--- config.mk ---
export PLATFORM = sky130hd
export DESIGN_NAME = wdg_top
export DESIGN_NICKNAME = d
export VERILOG_FILES = /design/src/include/wdg_pkg.sv /design/src/hw/wdg_sync.sv /design/src/hw/wdg_counter.sv /design/src/hw/wdg_top.sv
export VERILOG_INCLUDE_DIRS = /design/src /design/src/include
export SDC_FILE = /design/constraint.sdc
export NUM_CORES = 1
export LEC_CHECK = 0
export BUFFER_PORTS_ARGS = -buffer_cell sky130_fd_sc_hd__buf_2
export CORE_MARGIN = 3
export CORE_UTILIZATION = 45
export DETAILED_ROUTE_END_ITERATION = 7
export PLACE_DENSITY_LB_ADDON = 0.3
export SYNTH_ARGS = -nofsm -noshare
export SYNTH_HDL_FRONTEND = slang
export SYNTH_SLANG_ARGS = --single-unit
--- constraint.sdc ---
create_clock -name clk_i -period 9.17 [get_ports clk_i]
set_clock_uncertainty 0.1 [all_clocks]
set_input_delay 0.4585 -clock clk_i [delete_from_list [all_inputs] [get_ports clk_i]]
set_output_delay 0.4585 -clock clk_i [all_outputs]
set_load 0.02 [all_outputs]
--- src/include/wdg_regs.svh ---
// Purpose: register indices, bit positions, reset values and counts
// Assumes: byte address on the bus is four times the register index
// Notes: definitions only
`ifndef WDG_REGS_SVH
`define WDG_REGS_SVH

`define WDG_STAT_IDX 8'h55
`define WDG_CTRL_IDX 8'h60

`define WDG_STAT_DOG 3
`define WDG_STAT_BROWN 2
`define WDG_STAT_PIN 1
`define WDG_STAT_POWER 0
`define WDG_STAT_POR_VAL 4'h1

`define WDG_CTRL_IRQ_FLAG 7
`define WDG_CTRL_IRQ_EN 6
`define WDG_CTRL_SEL_HI 5
`define WDG_CTRL_UNLOCK 4
`define WDG_CTRL_RST_EN 3
`define WDG_CTRL_RST_VAL 8'h00

`define WDG_UNLOCK_CYCLES 3'h4
`define WDG_BASE_CYCLES 2048
`define WDG_SEL_MAX 4'h9

`endif

--- src/include/wdg_pkg.sv ---
// Purpose: types shared by the watchdog and reset-flag block
// Assumes: nothing
// Notes: struct layouts follow the register bit order
package wdg_pkg;

  typedef enum logic [1:0] {
    WDG_STOP,
    WDG_IRQ,
    WDG_RST,
    WDG_BOTH
  } wdg_mode_t;

  typedef struct packed {
    logic irq_flag;
    logic irq_en;
    logic sel_hi;
    logic unlock;
    logic rst_en;
    logic [2:0] sel_lo;
  } wdg_ctrl_t;

  typedef struct packed {
    logic dog;
    logic brown;
    logic pin;
    logic power;
  } wdg_flags_t;

endpackage

--- src/hw/wdg_sync.sv ---
// Purpose: two-flop synchroniser for asynchronous inputs
// Assumes: inputs are levels
// Notes: first stage feeds only the second stage
module wdg_sync #(
  parameter int W = 1
) (
  input wire logic clk_i,
  input wire logic rst_i,
  input wire logic ce_i,
  input wire logic [W-1:0] d_i,
  output logic [W-1:0] q_o
);
  logic [W-1:0] meta_r;
  logic [W-1:0] meta_nxt;
  logic [W-1:0] sync_r;
  logic [W-1:0] sync_nxt;

  always_comb
  begin
    meta_nxt = ce_i ? d_i : meta_r;
    sync_nxt = ce_i ? meta_r : sync_r;
  end

  always_ff @(posedge clk_i)
  begin
    if (rst_i)
    begin
      meta_r <= '0;
      sync_r <= '0;
    end
    else
    begin
      meta_r <= meta_nxt;
      sync_r <= sync_nxt;
    end
  end

  assign q_o = sync_r;
endmodule // wdg_sync

--- src/hw/wdg_counter.sv ---
// Purpose: counts oscillator edges and flags a time-out
// Assumes: osc_i is already synchronised to clk_i
// Notes: timeout_o is a one-cycle pulse from a flop
`include "wdg_regs.svh"
module wdg_counter #(
  parameter int BASE_COUNT = `WDG_BASE_CYCLES,
  parameter int CW = 21
) (
  input wire logic clk_i,
  input wire logic rst_i,
  input wire logic ce_i,
  input wire logic osc_i,
  input wire logic run_i,
  input wire logic restart_i,
  input wire logic [3:0] sel_i,
  output logic timeout_o
);
  logic osc_q_r;
  logic osc_q_nxt;
  logic [CW-1:0] cnt_r;
  logic [CW-1:0] cnt_nxt;
  logic tout_r;
  logic tout_nxt;
  logic [3:0] sel_eff;
  logic [CW-1:0] lim;
  logic rise;

  always_comb
  begin
    sel_eff = (sel_i > `WDG_SEL_MAX) ? `WDG_SEL_MAX : sel_i;
    lim = CW'(BASE_COUNT) << sel_eff;
    rise = osc_i & ~osc_q_r;
    osc_q_nxt = osc_i;
    cnt_nxt = cnt_r;
    tout_nxt = 1'b0;
    if (!run_i || restart_i)
      cnt_nxt = '0;
    else if (rise)
    begin
      if (cnt_r >= lim - CW'(1))
      begin
        cnt_nxt = '0;
        tout_nxt = 1'b1;
      end
      else
        cnt_nxt = cnt_r + CW'(1);
    end
  end

  always_ff @(posedge clk_i)
  begin
    if (rst_i)
    begin
      osc_q_r <= 1'b0;
      cnt_r <= '0;
      tout_r <= 1'b0;
    end
    else if (ce_i)
    begin
      osc_q_r <= osc_q_nxt;
      cnt_r <= cnt_nxt;
      tout_r <= tout_nxt;
    end
  end

  assign timeout_o = tout_r;
endmodule // wdg_counter

--- src/hw/wdg_top.sv ---
// Purpose: watchdog control and reset-source flags on classic Wishbone
// Assumes: osc_i, bor_rst_i, pin_rst_i, always_on_fuse_n_i are asynchronous
// Notes: rst_i acts as the power-on reset of the block
//
// Function
// upper four bits of reset-source status always read zero
// watchdog reset sets its flag; power-on or written zero clears
// brown-out reset sets its flag; power-on or written zero clears
// pin reset sets its flag; power-on or written zero clears
// power-on sets its flag; only a written zero clears it
// time-out in interrupt operation sets the interrupt flag, bit 7
// vector execution or a written one clears the interrupt flag
// interrupt taken only while global enable and bit 6 both set
// enables select stopped, interrupt, reset, or interrupt-then-reset
// programmed always-on fuse forces reset mode on every time-out
// combined mode: vector clears interrupt enable and flag
// combined mode: time-out with flag still pending resets system
// software re-enables interrupt after each one, outside the handler
// change-unlock bit 4 self-clears four clocks after written one
// reset-enable clear and period change need unlock set
// watchdog reset flag forces reset-enable to one
// period select bit 5 and 2..0; 2048 doubling to 1048576
// software reads then clears reset flags early after start-up
// counter advances on edges of a separate 128 kHz oscillator
// software unlocks, then writes settings within four clocks
// restart command clears the counter to zero
// watchdog system reset is a one-clock pulse
// reserved period codes act as the longest period
// oscillator and reset inputs are synchronised before use
`include "wdg_regs.svh"
module wdg_top #(
  parameter int BASE_COUNT = `WDG_BASE_CYCLES
) (
  input wire logic clk_i,
  input wire logic rst_i,
  input wire logic ce_i,
  input wire logic wb_cyc_i,
  input wire logic wb_stb_i,
  input wire logic wb_we_i,
  input wire logic [9:0] wb_adr_i,
  input wire logic [3:0] wb_sel_i,
  input wire logic [31:0] wb_dat_i,
  output logic [31:0] wb_dat_o,
  output logic wb_ack_o,
  input wire logic osc_i,
  input wire logic bor_rst_i,
  input wire logic pin_rst_i,
  input wire logic always_on_fuse_n_i,
  input wire logic restart_i,
  input wire logic gie_i,
  input wire logic irq_ack_i,
  output logic irq_o,
  output logic sys_rst_o,
  output wdg_pkg::wdg_mode_t mode_o
);
  import wdg_pkg::*;

  ////////////////////////////////////////////////////////////////////////
  // synchronised inputs

  logic [3:0] sync_q;
  logic osc_s;
  logic bor_s;
  logic pin_s;
  logic fuse_s;

  wdg_sync #(
    .W(4)
  ) u_sync (
    .clk_i(clk_i),
    .rst_i(rst_i),
    .ce_i(ce_i),
    .d_i({osc_i, bor_rst_i, pin_rst_i, always_on_fuse_n_i}),
    .q_o(sync_q)
  );

  always_comb
  begin
    osc_s = sync_q[3];
    bor_s = sync_q[2];
    pin_s = sync_q[1];
    fuse_s = sync_q[0];
  end

  ////////////////////////////////////////////////////////////////////////
  // state declarations

  wdg_flags_t flags_r;
  wdg_flags_t flags_nxt;
  wdg_ctrl_t ctrl_r;
  wdg_ctrl_t ctrl_nxt;
  logic [2:0] unl_cnt_r;
  logic [2:0] unl_cnt_nxt;
  logic fire_r;
  logic fire_nxt;
  logic ack_r;
  logic ack_nxt;
  logic [31:0] dat_r;
  logic [31:0] dat_nxt;

  logic wde_eff;
  logic timeout_irq_enable_eff;
  logic sys_evt;
  logic timeout;
  logic req;
  logic wr_stat;
  logic wr_ctrl;
  logic [7:0] wdat;
  logic [7:0] ctrl_rd;
  wdg_mode_t mode;

  ////////////////////////////////////////////////////////////////////////
  // mode decode

  always_comb
  begin
    wde_eff = ctrl_r.rst_en | flags_r.dog | ~fuse_s;
    timeout_irq_enable_eff = ctrl_r.irq_en & fuse_s;
    if (!fuse_s)
      mode = WDG_RST;
    else
    begin
      case ({wde_eff, timeout_irq_enable_eff})
        2'b01: mode = WDG_IRQ;
        2'b10: mode = WDG_RST;
        2'b11: mode = WDG_BOTH;
        default: mode = WDG_STOP;
      endcase
    end
  end

  assign mode_o = mode;

  ////////////////////////////////////////////////////////////////////////
  // time-out counter

  assign sys_evt = fire_r | bor_s | pin_s;

  wdg_counter #(
    .BASE_COUNT(BASE_COUNT),
    .CW(21)
  ) u_cnt (
    .clk_i(clk_i),
    .rst_i(rst_i),
    .ce_i(ce_i),
    .osc_i(osc_s),
    .run_i(mode != WDG_STOP),
    .restart_i(restart_i | sys_evt),
    .sel_i({ctrl_r.sel_hi, ctrl_r.sel_lo}),
    .timeout_o(timeout)
  );

  ////////////////////////////////////////////////////////////////////////
  // bus decode

  always_comb
  begin
    req = wb_cyc_i & wb_stb_i & ~ack_r;
    wdat = wb_dat_i[7:0];
    wr_stat = req & wb_we_i & wb_sel_i[0]
      & (wb_adr_i[9:2] == `WDG_STAT_IDX);
    wr_ctrl = req & wb_we_i & wb_sel_i[0]
      & (wb_adr_i[9:2] == `WDG_CTRL_IDX);
    ctrl_rd = {ctrl_r.irq_flag, timeout_irq_enable_eff, ctrl_r.sel_hi, ctrl_r.unlock,
      wde_eff, ctrl_r.sel_lo};
  end

  always_comb
  begin
    ack_nxt = req;
    dat_nxt = dat_r;
    if (req)
    begin
      if (wb_adr_i[9:2] == `WDG_STAT_IDX)
        dat_nxt = {28'h0000000, flags_r};
      else if (wb_adr_i[9:2] == `WDG_CTRL_IDX)
        dat_nxt = {24'h000000, ctrl_rd};
      else
        dat_nxt = 32'h00000000;
    end
  end

  always_ff @(posedge clk_i)
  begin
    if (rst_i)
    begin
      ack_r <= 1'b0;
      dat_r <= 32'h00000000;
    end
    else if (ce_i)
    begin
      ack_r <= ack_nxt;
      dat_r <= dat_nxt;
    end
  end

  assign wb_ack_o = ack_r;
  assign wb_dat_o = dat_r;

  ////////////////////////////////////////////////////////////////////////
  // reset-source flags

  always_comb
  begin
    flags_nxt = flags_r;
    if (wr_stat)
      flags_nxt = flags_r & wdg_flags_t'(wdat[3:0]);
    if (fire_r)
      flags_nxt.dog = 1'b1;
    if (bor_s)
      flags_nxt.brown = 1'b1;
    if (pin_s)
      flags_nxt.pin = 1'b1;
  end

  always_ff @(posedge clk_i)
  begin
    if (rst_i)
      flags_r <= wdg_flags_t'(`WDG_STAT_POR_VAL);
    else if (ce_i)
      flags_r <= flags_nxt;
  end

  ////////////////////////////////////////////////////////////////////////
  // control register and time-out actions

  always_comb
  begin
    ctrl_nxt = ctrl_r;
    unl_cnt_nxt = unl_cnt_r;
    fire_nxt = 1'b0;
    if (ctrl_r.unlock)
    begin
      if (unl_cnt_r == 3'h1)
        ctrl_nxt.unlock = 1'b0;
      unl_cnt_nxt = unl_cnt_r - 3'h1;
    end
    if (wr_ctrl)
    begin
      ctrl_nxt.irq_en = wdat[`WDG_CTRL_IRQ_EN];
      if (wdat[`WDG_CTRL_IRQ_FLAG])
        ctrl_nxt.irq_flag = 1'b0;
      if (ctrl_r.unlock)
      begin
        ctrl_nxt.rst_en = wdat[`WDG_CTRL_RST_EN];
        ctrl_nxt.sel_hi = wdat[`WDG_CTRL_SEL_HI];
        ctrl_nxt.sel_lo = wdat[2:0];
      end
      else
        ctrl_nxt.rst_en = ctrl_r.rst_en | wdat[`WDG_CTRL_RST_EN];
      ctrl_nxt.unlock = wdat[`WDG_CTRL_UNLOCK];
      if (wdat[`WDG_CTRL_UNLOCK])
        unl_cnt_nxt = `WDG_UNLOCK_CYCLES;
    end
    if (irq_ack_i && ctrl_r.irq_flag)
    begin
      ctrl_nxt.irq_flag = 1'b0;
      if (wde_eff)
        ctrl_nxt.irq_en = 1'b0;
    end
    if (timeout)
    begin
      case (mode)
        WDG_IRQ: ctrl_nxt.irq_flag = 1'b1;
        WDG_RST: fire_nxt = 1'b1;
        WDG_BOTH:
        begin
          if (ctrl_r.irq_flag)
            fire_nxt = 1'b1;
          else
            ctrl_nxt.irq_flag = 1'b1;
        end
        default: fire_nxt = 1'b0;
      endcase
    end
    if (sys_evt)
    begin
      ctrl_nxt = wdg_ctrl_t'(`WDG_CTRL_RST_VAL);
      unl_cnt_nxt = 3'h0;
    end
    if (flags_nxt.dog)
      ctrl_nxt.rst_en = 1'b1;
  end

  always_ff @(posedge clk_i)
  begin
    if (rst_i)
    begin
      ctrl_r <= wdg_ctrl_t'(`WDG_CTRL_RST_VAL);
      unl_cnt_r <= 3'h0;
      fire_r <= 1'b0;
    end
    else if (ce_i)
    begin
      ctrl_r <= ctrl_nxt;
      unl_cnt_r <= unl_cnt_nxt;
      fire_r <= fire_nxt;
    end
  end

  ////////////////////////////////////////////////////////////////////////
  // outputs

  assign sys_rst_o = fire_r & ce_i;
  assign irq_o = ctrl_r.irq_flag & timeout_irq_enable_eff & gie_i;
endmodule // wdg_top

== Word-level counts from Yosys, hierarchy flattened ==
Index checks and enable logic that the tools add are counted.
Cells by class
  shift operators: 1
  $lt $le $gt $ge: 2
  add/subtract/negate cells: 3
  reductions and logical operators: 17
  div/mod/pow operators: 0
  equality and inequality tests: 9
  bitwise operators: 21
  multiply operators: 0
  mux-type cells: 36
Operator list (number)
  21-bit two-way mux: 3
  8-bit two-way mux: 4
  21-bit by 1-bit adder with 21-bit output (second input constant): 1
  21-bit greater-or-equal comparator: 1
  12-bit by 4-bit << shifter with 21-bit output (first input constant): 1
  21-bit by 1-bit subtractor with 21-bit output (second input constant): 1
  1-bit two-way mux: 17
  8-bit by 7-bit equality test with 1-bit output (second input constant): 2
  3-bit two-way mux: 5
  2-bit AND reduction: 6
  2-bit nonzero test: 6
  1-bit AND: 11
  2-bit equality test (second input constant): 4
  4-bit two-way mux: 2
  1-bit OR: 6
  2-bit case mux with 3 select lines: 1
  4-bit AND: 1
  2-bit by 1-bit equality test with 1-bit output (second input constant): 2
  4-bit greater-than comparator (second input constant): 1
  2-bit two-way mux: 2
  1-bit case mux with 2 select lines: 2
  3-bit by 1-bit equality test with 1-bit output (second input constant): 1
  1-bit inverter: 3
  3-bit AND reduction: 1
  5 further kinds: 5
Storage, ports and cells
  bits in latches: 0
  memories kept: 0
  RAM bits: 0
  bits in read-only memories: 0
  flip-flop bits (word level): 80
  input bits: 59
  logic and storage cells: 108
  output and inout port bits: 37

== Logic depth before layout (Yosys ltp) ==
  word-level depth: 13
  gate-level depth with buffers: 14
  mapped depth without buffers: 13

== By module ==
A second synthesis with hierarchy kept.
Second synthesis, totals
  cell total of the unflattened synthesis: 362
  area total of the unflattened synthesis: 3121.7 um2
Modules (own cells, without submodules)
  wdg_top: area an instance 1418.9 um2, cells an instance 167, sequential area each 500.5 um2, instances 1
  wdg_counter: area an instance 1417.6 um2, cells an instance 169, sequential area each 460.4 um2, instances 1
  wdg_sync: area an instance 285.3 um2, cells an instance 26, sequential area each 160.2 um2, instances 1

== Worst setup path after synthesis ==
Ideal clock, no wire load.
  path kind: reg-to-reg
  start point: register ctrl_r[0] in the netlist's numbering
  end point: register u_cnt.cnt_r[0]
  path slack: 6113 ps
  required time: 9000 ps
  clock period less this slack: 3057 ps
  buffers on the path: 0
  stages on the path, launching flop included: 13
  arrival: 2887 ps
  setup time: 70 ps
  cell sequence: dfxtp_1 or2_2 nand2b_1 ha_1 a21o_1 a32oi_1 ha_1 nand4_1 nor4_1 a211o_1 or3_1 or3_1 a21oi_1
Between the ends
  cells in the longest elaborated chain, start to end: 8
RTL lines
  start: declaration: line wdg_top.sv:90  | wdg_ctrl_t ctrl_r;
  start signal: assignment: line wdg_top.sv:289  | ctrl_r <= wdg_ctrl_t'(`WDG_CTRL_RST_VAL);
  start signal: assignment: line wdg_top.sv:295  | ctrl_r <= ctrl_nxt;
  4-bit greater-than comparator (no source line)
  4-bit two-way mux (*): line wdg_counter.sv:30  | sel_eff = (sel_i > `WDG_SEL_MAX) ? `WDG_SEL_MAX : sel_i;
  12-bit by 4-bit << shifter with 21-bit output (*): line wdg_counter.sv:31  | lim = CW'(BASE_COUNT) << sel_eff;
  21-bit by 1-bit subtractor with 21-bit output (*): line wdg_counter.sv:40  | if (cnt_r >= lim - CW'(1))
  21-bit greater-or-equal comparator (*): line wdg_counter.sv:40
  21-bit two-way mux (*): line wdg_counter.sv:40
  21-bit two-way mux (*): line wdg_counter.sv:38  | else if (rise)
  21-bit two-way mux (*): line wdg_counter.sv:36  | if (!run_i || restart_i)
  end signal: assignment: line wdg_counter.sv:61  | cnt_r <= cnt_nxt;
  end: declaration: line wdg_counter.sv:20  | logic [CW-1:0] cnt_r;
Every way passes the cells marked *; elsewhere a longest branch is shown, timed or not. The select of a mux whose other input is x is not followed.
A chain may end at the register's enable or synchronous reset.

== Worst setup path in the final report ==
  start point: register ctrl_r[0] in the netlist's numbering
  end point: register u_cnt.cnt_r[13]
Same word-level chain as after synthesis.

==> flow_metrics.env <==
export IMPL_outcome="complete, no violations"
export IMPL_std_cell_rows=29
export IMPL_rsz0062_at_grt="no"
export IMPL_cts_buffers=5
export IMPL_drt_pass1_iter_count=5
export IMPL_power_total_uw=431
export IMPL_met3_length_um=352
export IMPL_fill_cells=635
export IMPL_slew_viol_final=0
export IMPL_cts_path_max_buffers=2
export IMPL_cap_viol_max_count=0
export IMPL_via_count=2768
export IMPL_cts_sinks=56
export IMPL_cts_tree="yes"
export IMPL_wl_per_cell_um=14.1
export IMPL_worst_slew_pin_slew_ps=789
export IMPL_setup_tns_ps=0
export IMPL_hold_buffers=0
export IMPL_initial_core_util=0.479
export IMPL_powerDensity_nw_per_um2=128
export IMPL_grt_pass1_wl_mm=11.7
export IMPL_root_buffer="clkbuf_8"
export IMPL_slew_headroom=0.474
export IMPL_synth_seq_area_share=0.358
export IMPL_synth_seq_cells=56
export IMPL_slowest_delay_ps=630
export IMPL_post_cts_resize_count=0
export IMPL_yosys_area_top_type="dfxtp_1"
export IMPL_core_area_um2=6530
export IMPL_multi_input_area_um2=1810
export IMPL_dr_wl_met2_mm=3.27
export IMPL_hold_viol=0
export IMPL_antenna_cells=0
export IMPL_wl_mm=6.94
export IMPL_synth_area_um2=3130
export IMPL_detail_route_antenna_nets=0
export IMPL_synth_edff_count=0
export IMPL_htreeDepth=2
export IMPL_synth_area_top_cells="dfxtp_1 (36%), buf_4 (6.0%), a21oi_1 (5.8%)"
export IMPL_routabilityCongestion=0.833
export IMPL_fin_crit_sh=0.391
export IMPL_post_route_util=0.516
export IMPL_synth_top_area_share=0.358
export IMPL_worstSkewPairLatency_ps=300
export IMPL_critical_path_class="register to register"
export IMPL_cp_cell_sequence="or2_2, nand2b_1, ha_1, nor3_1, a21o_1, a32oi_1, ha_1, nand4_1, nor4_1, a211o_1, nor4_4, or3b_1, nand3_1"
export IMPL_worstPathMaxFanout=13
export IMPL_syn_area_per_cell_um2=8.23
export IMPL_top_layer_used="met4"
export IMPL_via_per_inst=5.64
export IMPL_syn_inst=380
export IMPL_ys_warnings_count=0
export IMPL_max_freq_mhz=279
export IMPL_finalNonFillerCells=491
export IMPL_drive_above_1_share=0.145
export IMPL_die_area_um2=7990
export IMPL_crit_top_cell="ha_1"
export IMPL_dpl_hpwl_mm=5.16
export IMPL_postCtsSetupBuffers=0
export IMPL_cp_slowest_cell="nor4_4"
export IMPL_cp_required_ps=9320
export IMPL_nNetsFinal=486
export IMPL_holdCritPathClass="input pin to register"
export IMPL_cp_start_kind="register"
export IMPL_drcViolationCount=0
export IMPL_antenna_found_initial=0
export IMPL_vdd_drop_max_mv=0.0852
export IMPL_grt_max_degree=44
export IMPL_clk_pin_slew_worst_paths_ps=100
export IMPL_drtIter0Drc=155
export IMPL_seqCellArea_um2=1120
export IMPL_syn_to_final_growth_pct=7.80
export IMPL_path_buf_inv=0
export IMPL_power_leakage_uw=0.00135
export IMPL_grt_pass1_vias=2639
export IMPL_endpoint_kind="register"
export IMPL_async_flop_share=0
export IMPL_grt_use_total=0.183
export IMPL_final_min_clock_period_ps=3590
export IMPL_io_pins=96
export IMPL_synth_distinct_cells=53
export IMPL_portBuffers=42
export IMPL_dieHeight_um=89.4
export IMPL_synth_flop_cell="dfxtp_1"
export IMPL_cp_top_family="simple AND/OR/NAND/NOR gates"
export IMPL_cp_arrival_ps=3740
export IMPL_met1Wirelength_mm=3.25
export IMPL_placedCellCount=483
export IMPL_setup_violations=0
export IMPL_die_x_um=89.4
export IMPL_grt_overflow_total=0
[routing by layer]
layer | track usage | vias to the layer above
met1 | 0.256 | 1284
met2 | 0.289 | 86
met3 | 0.0304 | 7
met4 | 0.0541 | 0
met5 | 0 | -
li1 | - | 1391
[cell usage in the layout (no fill, tap or decap), types with 3 or more instances in the layout]
cell type  Yosys  final
nand4_1        6      6
nand3_1       23     23
conb_1         2     25
a22oi_1        5      5
mux2i_1        8      8
a222oi_1       4      4
a21o_1         5      5
dfxtp_1       56     56
ha_1          14     14
and2_1         3      3
clkbuf_8       0      6
a21oi_1       36     36
o31ai_1        3      3
inv_1          9      9
nand2b_1      12     12
o21ai_0       12     12
and3_1         5      5
a41oi_1        3      3
a31oi_1       10     10
buf_2          4     42
nand2_1       32     32
nor2_1        37     37
xnor2_1        5      5
nor3_1        11     11
or3_1          5      5
[worst reg2reg max path, cell delays in order, from the launching register on]
cell and delay, ps:
dfxtp_1 380, or2_2 340, nand2b_1 170, ha_1 240, nor3_1 160, a21o_1 110
a32oi_1 100, ha_1 290, nand4_1 120, nor4_1 80, a211o_1 340, nor4_4 630
or3b_1 410, nand3_1 80
[metrics by stage]
stage | cell area [µm²] | setup slack, ps | hold WS, ps
2_1_floorplan | 3210 | 6110 | 339
3_3_place_gp | 3280 | 5600 | 349
3_5_place_dp | 3280 | 5560 | 363
4_1_cts | 3370 | 5540 | 275
5_1_grt | 3370 | 5280 | 301
6_report | 3370 | 5580 | 283
[worst paths after layout]
check,slack [ps],from,to,cells past startpoint
max,5580,ctrl_r[0],u_cnt.cnt_r[13],13
min,280,always_on_fuse_n_i,u_sync.meta_r[0],3
max reg2reg,5580,ctrl_r[0],u_cnt.cnt_r[13],13
min reg2reg,380,u_cnt.osc_q_r,u_cnt.osc_q_r,2
[cell families after synthesis]
kind of cell / synth area share
AOI/OAI and AO/OA: 0.190
xor gates and xnor gates: 0.0168
adders and majority gates: 0.0560
buffers and inverters: 0.0904
DFF: 0.358
muxes: 0.0256
other: 0.00240
and+or+nand+nor: 0.260
[flip-flops by register name, indices dropped and copies added, names as in the netlist]
| name | cells |
|---|---|
| wb_dat_o | 8 |
| u_cnt.osc_q_r | 1 |
| u_sync.q_o | 4 |
| u_cnt.timeout_o | 1 |
| unl_cnt_r | 3 |
| u_cnt.cnt_r | 21 |
| flags_r | 4 |
| u_sync.meta_r | 4 |
| wb_ack_o | 1 |
| ctrl_r | 8 |
| fire_r | 1 |
[synth_stat cells, types with 3 or more instances]
cell type  instances
a21o_1             5
o21ai_0           12
nand4_1            6
ha_1              14
nor3_1            11
or3_1              5
nand3_1           23
buf_2              4
dfxtp_1           56
buf_4             25
a41oi_1            3
clkbuf_1           7
nor2_1            37
mux2i_1            8
nand2_1           32
a31oi_1           10
inv_1              9
and3_1             5
o31ai_1            3
a222oi_1           4
xnor2_1            5
a21oi_1           36
buf_1              4
nand2b_1          12
a22oi_1            5
and2_1             3
[where the power goes]
group | switching, µW | internal (µW) | leakage (µW)
registers | 1.89 | 245 | 0.000452
clock network | 80.0 | 60.6 | 0.0000510
logic | 30.1 | 13.0 | 0.000847
total | 112 | 319 | 0.00135
[area by class of cell]
class	instances	share of cell area
Sequential cell	56	0.332
Clock buffer	6	0.0245
Multi-Input combinational cell	298	0.537
Clock inverter	2	0.00297
Tap cell	77	0.0286
Inverter	9	0.0100
Timing Repair Buffer	43	0.0646
Power figures use the tool's default switching activity.
